`config.mk`:
```
export PLATFORM = sky130hd
export DESIGN_NAME = ctrig_channel_control
export DESIGN_NICKNAME = d
export VERILOG_FILES = /design/src/ctrig_unused_placeholder_none.sv /design/src/ctrig_pkg.sv /design/src/ctrig_trig_if.sv /design/src/ctrig_channel_control.sv /design/src/ctrig_trigger_detect.sv
export VERILOG_INCLUDE_DIRS = /design/src /design/src/src
export SDC_FILE = /design/constraint.sdc
export NUM_CORES = 1
export LEC_CHECK = 0
export ABC_AREA = 1
export BUFFER_PORTS_ARGS = -buffer_cell sky130_fd_sc_hd__buf_2
export CAP_MARGIN = 20
export CORE_ASPECT_RATIO = 1.2
export CORE_MARGIN = 4
export CORE_UTILIZATION = 47
export DETAILED_ROUTE_END_ITERATION = 6
export GPL_TIMING_DRIVEN = 0
export PLACE_DENSITY_LB_ADDON = 0.15
export SYNTH_ARGS = -nofsm -noshare
export SYNTH_HDL_FRONTEND = slang
export SYNTH_SLANG_ARGS = --single-unit
```
`constraint.sdc`:
```
create_clock -name clk -period 1.35 [get_ports clk]
set_clock_uncertainty 0.15 [all_clocks]
set_input_delay 0.27 -clock clk [delete_from_list [all_inputs] [get_ports clk]]
set_output_delay 0.27 -clock clk [all_outputs]
set_load 0.02 [all_outputs]
```
`src/ctrig_consts.svh`:
```
// Offsets, field positions and widths of the channel control register.
// Assumes inclusion from the package and the design files by bare name.
`ifndef CTRIG_CONSTS_SVH
`define CTRIG_CONSTS_SVH

`define CTRIG_ADDR_W 8
`define CTRIG_DATA_W 8
`define CTRIG_CHANNEL_CONTROL_OFS 8'hC0
`define CTRIG_CONTROL_RESET 8'h00
`define CTRIG_BIT_STOP_SEQ 7
`define CTRIG_BIT_START 6
`define CTRIG_BIT_STOP 5
`define CTRIG_BIT_EDGE_SEL 4
`define CTRIG_BIT_GATE_ON 3
`define CTRIG_BIT_COUNT_PTR_CLR 2
`define CTRIG_BIT_TABLE_PTR_CLR 1
`define CTRIG_PTR_W 16

`endif

```
`src/ctrig_unused_placeholder_none.sv`:
```
// Intentionally empty design unit list terminator.
`timescale 1ns/1ps
```
`src/ctrig_pkg.sv`:
```
// Types shared by the trigger detector and the channel control register.
// Assumes the constants header is on the include path.
`include "ctrig_consts.svh"

package ctrig_pkg;

    typedef logic [`CTRIG_DATA_W-1:0] ctrig_byte_t;
    typedef logic [`CTRIG_PTR_W-1:0] ctrig_ptr_t;

    typedef struct packed {
        logic sync1;
        logic sync2;
        logic prev;
        logic trigEvent;
    } ctrig_det_state_t;

    typedef struct packed {
        logic edgeSel;
        logic gateOn;
        logic startReq;
        logic stopReq;
        logic stopSeq;
        logic [1:0] armDelay;
        logic armed;
        logic startCmd;
        logic busError;
        logic countPtrClear;
        logic tablePtrClear;
        ctrig_ptr_t dataPtrValue;
        ctrig_byte_t rdData;
    } ctrig_ctl_state_t;

endpackage

```
`src/ctrig_trig_if.sv`:
```
// Carrier between the channel control register and its trigger detector.
// Assumes both ends run on the same clock.
`timescale 1ns/1ps

interface ctrig_trig_if;
    logic edgeSel;
    logic trigEvent;

    modport ctl (
        output edgeSel,
        input trigEvent
    );

    modport det (
        input edgeSel,
        output trigEvent
    );
endinterface

```
`src/ctrig_channel_control.sv`:
```
// Channel control register: trigger setup, pointer clears, start and stop requests.
// Assumes a synchronous parallel bus with one-cycle read and write strobes on clk,
// and a sequencer on clk that reports bus state, sequence end and STOP detection.
`timescale 1ns/1ps
`include "ctrig_consts.svh"

module ctrig_channel_control (
    input wire logic clk,
    input wire logic rst_n,
    input wire logic [`CTRIG_ADDR_W-1:0] busAddr,
    input wire ctrig_pkg::ctrig_byte_t busWrData,
    input wire logic busWrite,
    input wire logic busRead,
    output ctrig_pkg::ctrig_byte_t busRdData,
    input wire logic triggerPin,
    input wire ctrig_pkg::ctrig_byte_t transactionSelect,
    input wire ctrig_pkg::ctrig_byte_t transactionOffset,
    input wire logic serialBusFree,
    input wire logic sequenceDone,
    input wire logic stopDetected,
    output logic startCmd,
    output logic busError,
    output logic channelActive,
    output logic stopAfterByte,
    output logic stopAtSeqEnd,
    output logic countPtrClear,
    output logic tablePtrClear,
    output ctrig_pkg::ctrig_ptr_t dataPtrValue
);
    import ctrig_pkg::*;

    ctrig_ctl_state_t st_q;
    ctrig_ctl_state_t st_d;
    ctrig_trig_if trig ();

    logic hit;
    logic wrCtl;
    logic wrStartIdle;
    logic fireOnTrigger;

    assign hit = (busAddr == `CTRIG_CHANNEL_CONTROL_OFS);
    assign wrCtl = busWrite && hit;
    assign wrStartIdle = wrCtl && !st_q.startReq && busWrData[`CTRIG_BIT_START];
    assign trig.edgeSel = st_q.edgeSel;

    // Arming lags start by the depth of the pin pipeline, so pin edges seen up to the
    // start write are lost and only later edges fire.
    assign fireOnTrigger = trig.trigEvent && st_q.gateOn && st_q.startReq
        && st_q.armed && !st_q.stopReq && !st_q.stopSeq;

    ctrig_trigger_detect u_detect (
        .clk(clk),
        .rst_n(rst_n),
        .triggerPin(triggerPin),
        .trig(trig)
    );

    always_comb begin
        st_d = st_q;
        st_d.startCmd = 1'b0;
        st_d.busError = 1'b0;
        st_d.countPtrClear = 1'b0;
        st_d.tablePtrClear = 1'b0;
        st_d.armDelay = {st_q.armDelay[0], st_q.startReq && st_q.gateOn};
        st_d.armed = st_q.armDelay[1];

        // Channel end clears the request bits before any host write is applied.
        if (stopDetected) begin
            st_d.stopReq = 1'b0;
            st_d.stopSeq = 1'b0;
            st_d.startReq = 1'b0;
            st_d.armDelay = 2'h0;
            st_d.armed = 1'b0;
        end else if (sequenceDone && !st_q.gateOn && !st_q.stopReq && !st_q.stopSeq) begin
            st_d.startReq = 1'b0;
            st_d.armDelay = 2'h0;
            st_d.armed = 1'b0;
        end

        if (wrCtl) begin
            if (!st_q.startReq) begin
                st_d.edgeSel = busWrData[`CTRIG_BIT_EDGE_SEL];
                st_d.gateOn = busWrData[`CTRIG_BIT_GATE_ON];
            end
            if (wrStartIdle) begin
                if (serialBusFree) begin
                    st_d.startReq = 1'b1;
                    // In trigger mode the write only arms; the pin paces START.
                    st_d.startCmd = !busWrData[`CTRIG_BIT_GATE_ON];
                end else begin
                    st_d.busError = 1'b1;
                end
            end
            // Stop bits are taken only on a running channel; setting wins over clearing.
            if (st_q.startReq) begin
                if (busWrData[`CTRIG_BIT_STOP]) begin
                    st_d.stopReq = 1'b1;
                    st_d.stopSeq = 1'b0;
                end else if (busWrData[`CTRIG_BIT_STOP_SEQ] && !st_q.stopReq) begin
                    st_d.stopSeq = 1'b1;
                end
            end
            st_d.countPtrClear = busWrData[`CTRIG_BIT_COUNT_PTR_CLR];
            if (busWrData[`CTRIG_BIT_TABLE_PTR_CLR]) begin
                st_d.tablePtrClear = 1'b1;
                st_d.dataPtrValue = {transactionSelect, transactionOffset};
            end
        end

        if (fireOnTrigger) begin
            st_d.startCmd = 1'b1;
        end

        // Strobe bits and the reserved bit always read back as zero.
        st_d.rdData = '0;
        if (busRead && hit) begin
            st_d.rdData[`CTRIG_BIT_STOP_SEQ] = st_q.stopSeq;
            st_d.rdData[`CTRIG_BIT_START] = st_q.startReq;
            st_d.rdData[`CTRIG_BIT_STOP] = st_q.stopReq;
            st_d.rdData[`CTRIG_BIT_EDGE_SEL] = st_q.edgeSel;
            st_d.rdData[`CTRIG_BIT_GATE_ON] = st_q.gateOn;
        end
    end

    always_ff @(posedge clk or negedge rst_n) begin
        if (!rst_n) begin
            st_q <= '0;
        end else begin
            st_q <= st_d;
        end
    end

    assign busRdData = st_q.rdData;
    assign startCmd = st_q.startCmd;
    assign busError = st_q.busError;
    assign channelActive = st_q.startReq;
    assign stopAfterByte = st_q.stopReq;
    assign stopAtSeqEnd = st_q.stopSeq;
    assign countPtrClear = st_q.countPtrClear;
    assign tablePtrClear = st_q.tablePtrClear;
    assign dataPtrValue = st_q.dataPtrValue;
endmodule

```
`src/ctrig_trigger_detect.sv`:
```
// Trigger pin synchroniser and selectable edge detector.
// Assumes the trigger pin is asynchronous to clk.
`timescale 1ns/1ps

module ctrig_trigger_detect (
    input wire logic clk,
    input wire logic rst_n,
    input wire logic triggerPin,
    ctrig_trig_if.det trig
);
    import ctrig_pkg::*;

    ctrig_det_state_t st_q;
    ctrig_det_state_t st_d;

    always_comb begin
        st_d = st_q;
        st_d.sync1 = triggerPin;
        st_d.sync2 = st_q.sync1;
        st_d.prev = st_q.sync2;
        // Edge is judged on the second and third stage only.
        if (trig.edgeSel) begin
            st_d.trigEvent = st_q.prev & ~st_q.sync2;
        end else begin
            st_d.trigEvent = ~st_q.prev & st_q.sync2;
        end
    end

    always_ff @(posedge clk or negedge rst_n) begin
        if (!rst_n) begin
            st_q <= '0;
        end else begin
            st_q <= st_d;
        end
    end

    assign trig.trigEvent = st_q.trigEvent;
endmodule

```
==> results.yml, run 1 <==
timing:
  rsz0062_at_grt: "yes"
  fin_crit_ns: 1.32
  setup_viol: 0
  period_share: 0.978
  hold_violations: 37
  slew_headroom: 0.478
  whs_ns: -0.0908
  fmax_ghz: 0.757
  slew_violations: 0
  tightest_slew_ns: 0.783
placed_design:
  numPortBuffers: 66
  gp_congestion: 0.824
  place_inst: 293
  place_area_sq_um: 2060
  place_hpwl_um: 2460
finish:
  diodes: 0
  layout_commonest_cell: "nand2_1"
  nFillCells: 317
  nNetsFinal: 288
  stdcell_area_sq_um: 2180
  fin_cells: 286
  layout-drive-gt1-share: 0.369
  fin_util: 0.642
  final_cell_mix: "nand2_1 (51), buf_2 (44), dfrtp_1 (36)"
  area_delta_synth_final_pct: 30.0
clock_network:
  cts_buffers: 5
  clock_latency_ns: 0.29
  cts-htree-levels: 2
  clock_path_buffers: 2
  cts_num_sinks: 37
  root_buffer: "clkbuf_8"
  cts_tree: "yes"
  cts.clk_slew.worst_paths_ns: 0.07
  postCtsHoldBufs: 1
floorplanning:
  die-area_sq_um: 4590
  core_sq_um: 3400
  die_w_um: 62.5
  rows: 23
  start_util: 0.494
  die_h_um: 73.4
  io_pins: 71
global_route:
  antenna_found_initial: 0
  track_usage: 0.157
  grt_pass1_vias: 1343
  grt.overflow.total: 0
  grt_pass1_wl_um: 5600
  grt_max_degree: 38
drt:
  ant_nets: 0
  dr.pass1.iters: 4
  wire_per_inst_um: 11.4
  vias: 1308
  drt_wl_total_um: 3250
  drt_iter0_drc: 31
  drc: 0
  avgViaCountPerCell: 4.57
power:
  pwr-share-seq: 0.552
  combPwrFrac: 0.093
  totalPowerFinal_mw: 2.07
  p_int_mw: 1.58
  p_clk_frac: 0.354
  vdd_drop_max_uv: 650
  p_switching_mw: 0.498
  p_leak_nw: 1.27
  swShare: 0.240
  power_density_nw_per_um2: 951
synth:
  yosysWarningCount: 0
  seq_area_frac_synth: 0.552
  synth_area_per_cell_sq_um: 8.92
  synth_area_leaders: "dfrtp_1 (55%), nand2_1 (11%), buf_4 (11%)"
  synth_top_cell_by_area: "dfrtp_1"
  ys_seq_elements: 37
  syn_inst: 188
  yosysUniqueCellTypes: 20
  syn_area_sq_um: 1680
  synth_top_area_frac: 0.552
critical_path:
  path_cells: "buf_6 -> buf_6"
  cpMostUsedCell: "buf_6"
  crit_path_max_incr_delay_ns: 0.38
  critPathKind: "reg -> out"
  cp_data_arrival_time_ns: 0.90
  required_ns: 0.93
  crit_fanout: 2
  crit_path_end_kind: "output pin"
  start_kind: "flip-flop"
  cpMaxStageDelayCell: "dfrtp_1"
min_path:
  hold_class: "in -> async"
flow_run:
  cap_violations: 0
outcome:
  violations: "negative hold slack"
  status: "finished, violations left"
## timing repair
item | 4_1_cts | 5_1_grt
endpoints found under the setup margin | 18 | 21
resized for setup | 37 | 9
buffers inserted | 0 | 1
endpoints found under the hold margin | 38 | 37
## power by group through the flow
stage | registers, mW | clock network (mW) | logic [mW]
2_1_floorplan | 1.16 | 0 | 0.0948
3_3_place_gp | 1.16 | 0 | 0.194
3_5_place_dp | 1.16 | 0 | 0.194
4_1_cts | 1.14 | 0.751 | 0.214
5_1_grt | 1.15 | 0.793 | 0.218
6_report | 1.15 | 0.735 | 0.193
## synthesized netlist by cell type (all sizes together)
cell and n:
clkbuf 2, nand2 52, nand3b 1, nand3 8, dfrtp 37, nor3 1
nor2 19, buf 26, nand4 1, conb 1, inv 20, o22ai 1
o21ai 19
## stage by stage
step,TNS [ns],hold WS (ns),setup WS [ns]
final,0,-0.0908,0.0293
after global routing,-0.00431,-0.0278,-0.00431
after CTS,0,-0.0640,0.000837
after detailed placement,-1.51,0.200,-0.148
after global placement,-1.17,0.200,-0.123
after floorplan,0,-0.176,0.0962
## cells by family (layout without fill, tap and decap cells)
logic type             after synthesis  in the layout  share of synthesized area
other                                1              3                    0.00224
flip-flops                          37             37                      0.552
buffers and inverters               48            107                      0.172
AO/OA/AOI/OAI                       20             20                     0.0604
AND/OR/NAND/NOR                     82             82                      0.213
## registers in the layout, indices dropped and copies added (netlist names), 2 cells and up
register       count
u_detect.st_d      2
st_q               4
busRdData          5
dataPtrValue      16
## final cells by class
type	instances	area, sq um	area share
flip-flops and latches	37	927	0.425
repair buffers	68	485	0.223
multi-input cells	105	469	0.215
plain buffers	11	90.1	0.0413
inverters	20	75.1	0.0344
clock buffers	5	68.8	0.0316
well taps	37	46.3	0.0212
clock inverters	3	17.5	0.00804
## metal layers
metal / track usage / up-vias / share of wire
li1: - / 665 / -
met2: 0.276 / 42 / 0.53
met5: 0 / - / 0
met3: 0.0520 / 4 / 0.063
met1: 0.175 / 597 / 0.40
met4: 0.0662 / 0 / 0.012
## final timing paths
path,from,to,slack [ns],cells past startpoint
worst max-delay path,dataPtrValue[8]$_DFFE_PN0P_,dataPtrValue[8],0.03,2
worst min-delay path,rst_n,busRdData[7]$_DFF_PN0_,-0.09,1
worst max register to register,stopAfterByte$_DFF_PN0_,stopAtSeqEnd$_DFF_PN0_,0.16,7
worst min register to register,u_detect.st_d[2]$_DFF_PN0_,u_detect.st_d[1]$_DFF_PN0_,0.22,0
max in group asynchronous,rst_n,channelActive$_DFF_PN0_,0.60,1
min in group clk,serialBusFree,busError$_DFF_PN0_,0.01,2
## worst max-delay path, delay by kind of cell (launching register included)
| family | cells | cell delay (ns) |
|---|---|---|
| flip-flops | 1 | 0.38 |
| buffers and inverters | 2 | 0.23 |
Note: power is estimated with default switching activity, not from simulation.
==> inputs of run 2 (changes only) <==
--- a/config.mk
+++ b/config.mk
@@ -15,6 +15,7 @@
 export DETAILED_ROUTE_END_ITERATION = 6
 export GPL_TIMING_DRIVEN = 0
 export PLACE_DENSITY_LB_ADDON = 0.15
+export RECOVER_POWER = 100
 export SYNTH_ARGS = -nofsm -noshare
 export SYNTH_HDL_FRONTEND = slang
 export SYNTH_SLANG_ARGS = --single-unit
==> results.yml, run 2 (synthesis results as in run 1) <==
outcome:
  violations: "negative hold slack"
  status: "finished, violations left"
floorplanning:
  start_util: 0.494
  core_sq_um: 3400
  die_w_um: 62.5
  die_h_um: 73.4
  rows: 23
  io_pins: 71
  die-area_sq_um: 4590
clock_network:
  root_buffer: "clkbuf_8"
  cts.clk_slew.worst_paths_ns: 0.07
  clock_latency_ns: 0.29
  postCtsHoldBufs: 1
  cts_num_sinks: 37
  cts_tree: "yes"
  cts_buffers: 5
  clock_path_buffers: 2
  cts-htree-levels: 2
timing:
  period_share: 0.978
  fmax_ghz: 0.757
  slew_violations: 0
  slew_headroom: 0.416
  setup_ws_ns: 0.0292
  fin_crit_ns: 1.32
  tightest_slew_ns: 0.876
  whs_ns: -0.0610
  setup_viol: 0
  rsz0062_at_grt: "yes"
  setup_tns_ns: 0
  hold_violations: 37
finish:
  fin_cells: 286
  layout-drive-gt1-share: 0.361
  area_delta_synth_final_pct: 22.4
  final_cell_mix: "nand2_1 (51), buf_2 (37), dfrtp_1 (36)"
  nNetsFinal: 288
  stdcell_area_sq_um: 2050
  diodes: 0
  layout_commonest_cell: "nand2_1"
  largest_reg_flops: 16
  fin_util: 0.604
min_path:
  hold_class: "in -> async"
critical_path:
  critPathKind: "reg -> out"
  rrSetupSlack_ns: 0.10
  crit_path_end_kind: "output pin"
  reg2reg_to: "trig.edgeSel$_DFFE_PN0P_"
  start_kind: "flip-flop"
  required_ns: 0.93
  crit_path_start: "dataPtrValue[8]$_DFFE_PN0P_"
  cp-endpoint: "dataPtrValue[8]"
  cp_data_arrival_time_ns: 0.90
  crit_fanout: 2
  r2r_cells: 4
  r2r-start: "channelActive$_DFF_PN0_"
flow_run:
  cap_violations: 0
global_route:
  track_usage: 0.157
  antenna_found_initial: 0
  grt.overflow.total: 0
  grt_pass1_vias: 1343
  grt_pass1_wl_um: 5600
  grt_max_degree: 38
placed_design:
  place_inst: 293
  place_area_sq_um: 2060
  dp_slack_ns: -0.148
  gp_congestion: 0.824
  numPortBuffers: 66
  place_hpwl_um: 2460
drt:
  wire_per_inst_um: 11.3
  drt_wl_total_um: 3230
  avgViaCountPerCell: 4.59
  ant_nets: 0
  drc: 0
  dr.pass1.iters: 4
  vias: 1312
  drt_iter0_drc: 41
power:
  vdd_drop_max_uv: 647
  p_leak_nw: 1.22
  power_density_nw_per_um2: 1000
  totalPowerFinal_mw: 2.06
[run 2: cell count changes in the layout (fill, tap and decap cells not counted), sizes merged]
cell,change
buf,-27
clkbuf,+27
[run 2: critical path, stage by stage (launching register included)]
cell and delay (ns):
dfrtp_1 0.38, buf_6 0.11, buf_6 0.12
[run 2: per-layer routing]
layer / up-vias / GRT usage / part of all wire
met2: 46 / 0.276 / 0.53
li1: 664 / - / -
met1: 598 / 0.175 / 0.39
met4: 0 / 0.0662 / 0.012
met3: 4 / 0.0520 / 0.074
met5: - / 0 / 0
[run 2: worst min-delay path by stage]
stage,end,startpoint
after CTS,dataPtrValue[7]$_DFFE_PN0P_,rst_n
after detailed placement,u_detect.st_d[1]$_DFF_PN0_,u_detect.st_d[2]$_DFF_PN0_
after global routing,busError$_DFF_PN0_,rst_n
after global placement,u_detect.st_d[1]$_DFF_PN0_,u_detect.st_d[2]$_DFF_PN0_
final,busRdData[7]$_DFF_PN0_,rst_n
after floorplan,busError$_DFF_PN0_,rst_n
[run 2: report_power, final]
group / internal [mW] / switching [mW] / total, mW
Sequential: 1.13 / 0.0108 / 1.14
Combinational: 0.0732 / 0.104 / 0.177
Clock: 0.356 / 0.379 / 0.735
Total: 1.56 / 0.494 / 2.06
[run 2: final cells by class]
| cell class | instances | area [sq um] |
|---|---|---|
| sequential | 37 | 927 |
| multi-input combinational | 105 | 458 |
| clock buffer | 5 | 68.8 |
| fill | 352 | 1340 |
| clock inverter | 3 | 17.5 |
| buffer | 11 | 90.1 |
| timing repair buffer | 68 | 369 |
| tap | 37 | 46.3 |
| inverter | 20 | 75.1 |
[run 2: what timing repair did]
action,CTS,global route
setup buffers,0,1
setup endpoints to repair,18,21
resized for setup,37,9
hold endpoints to repair,38,37
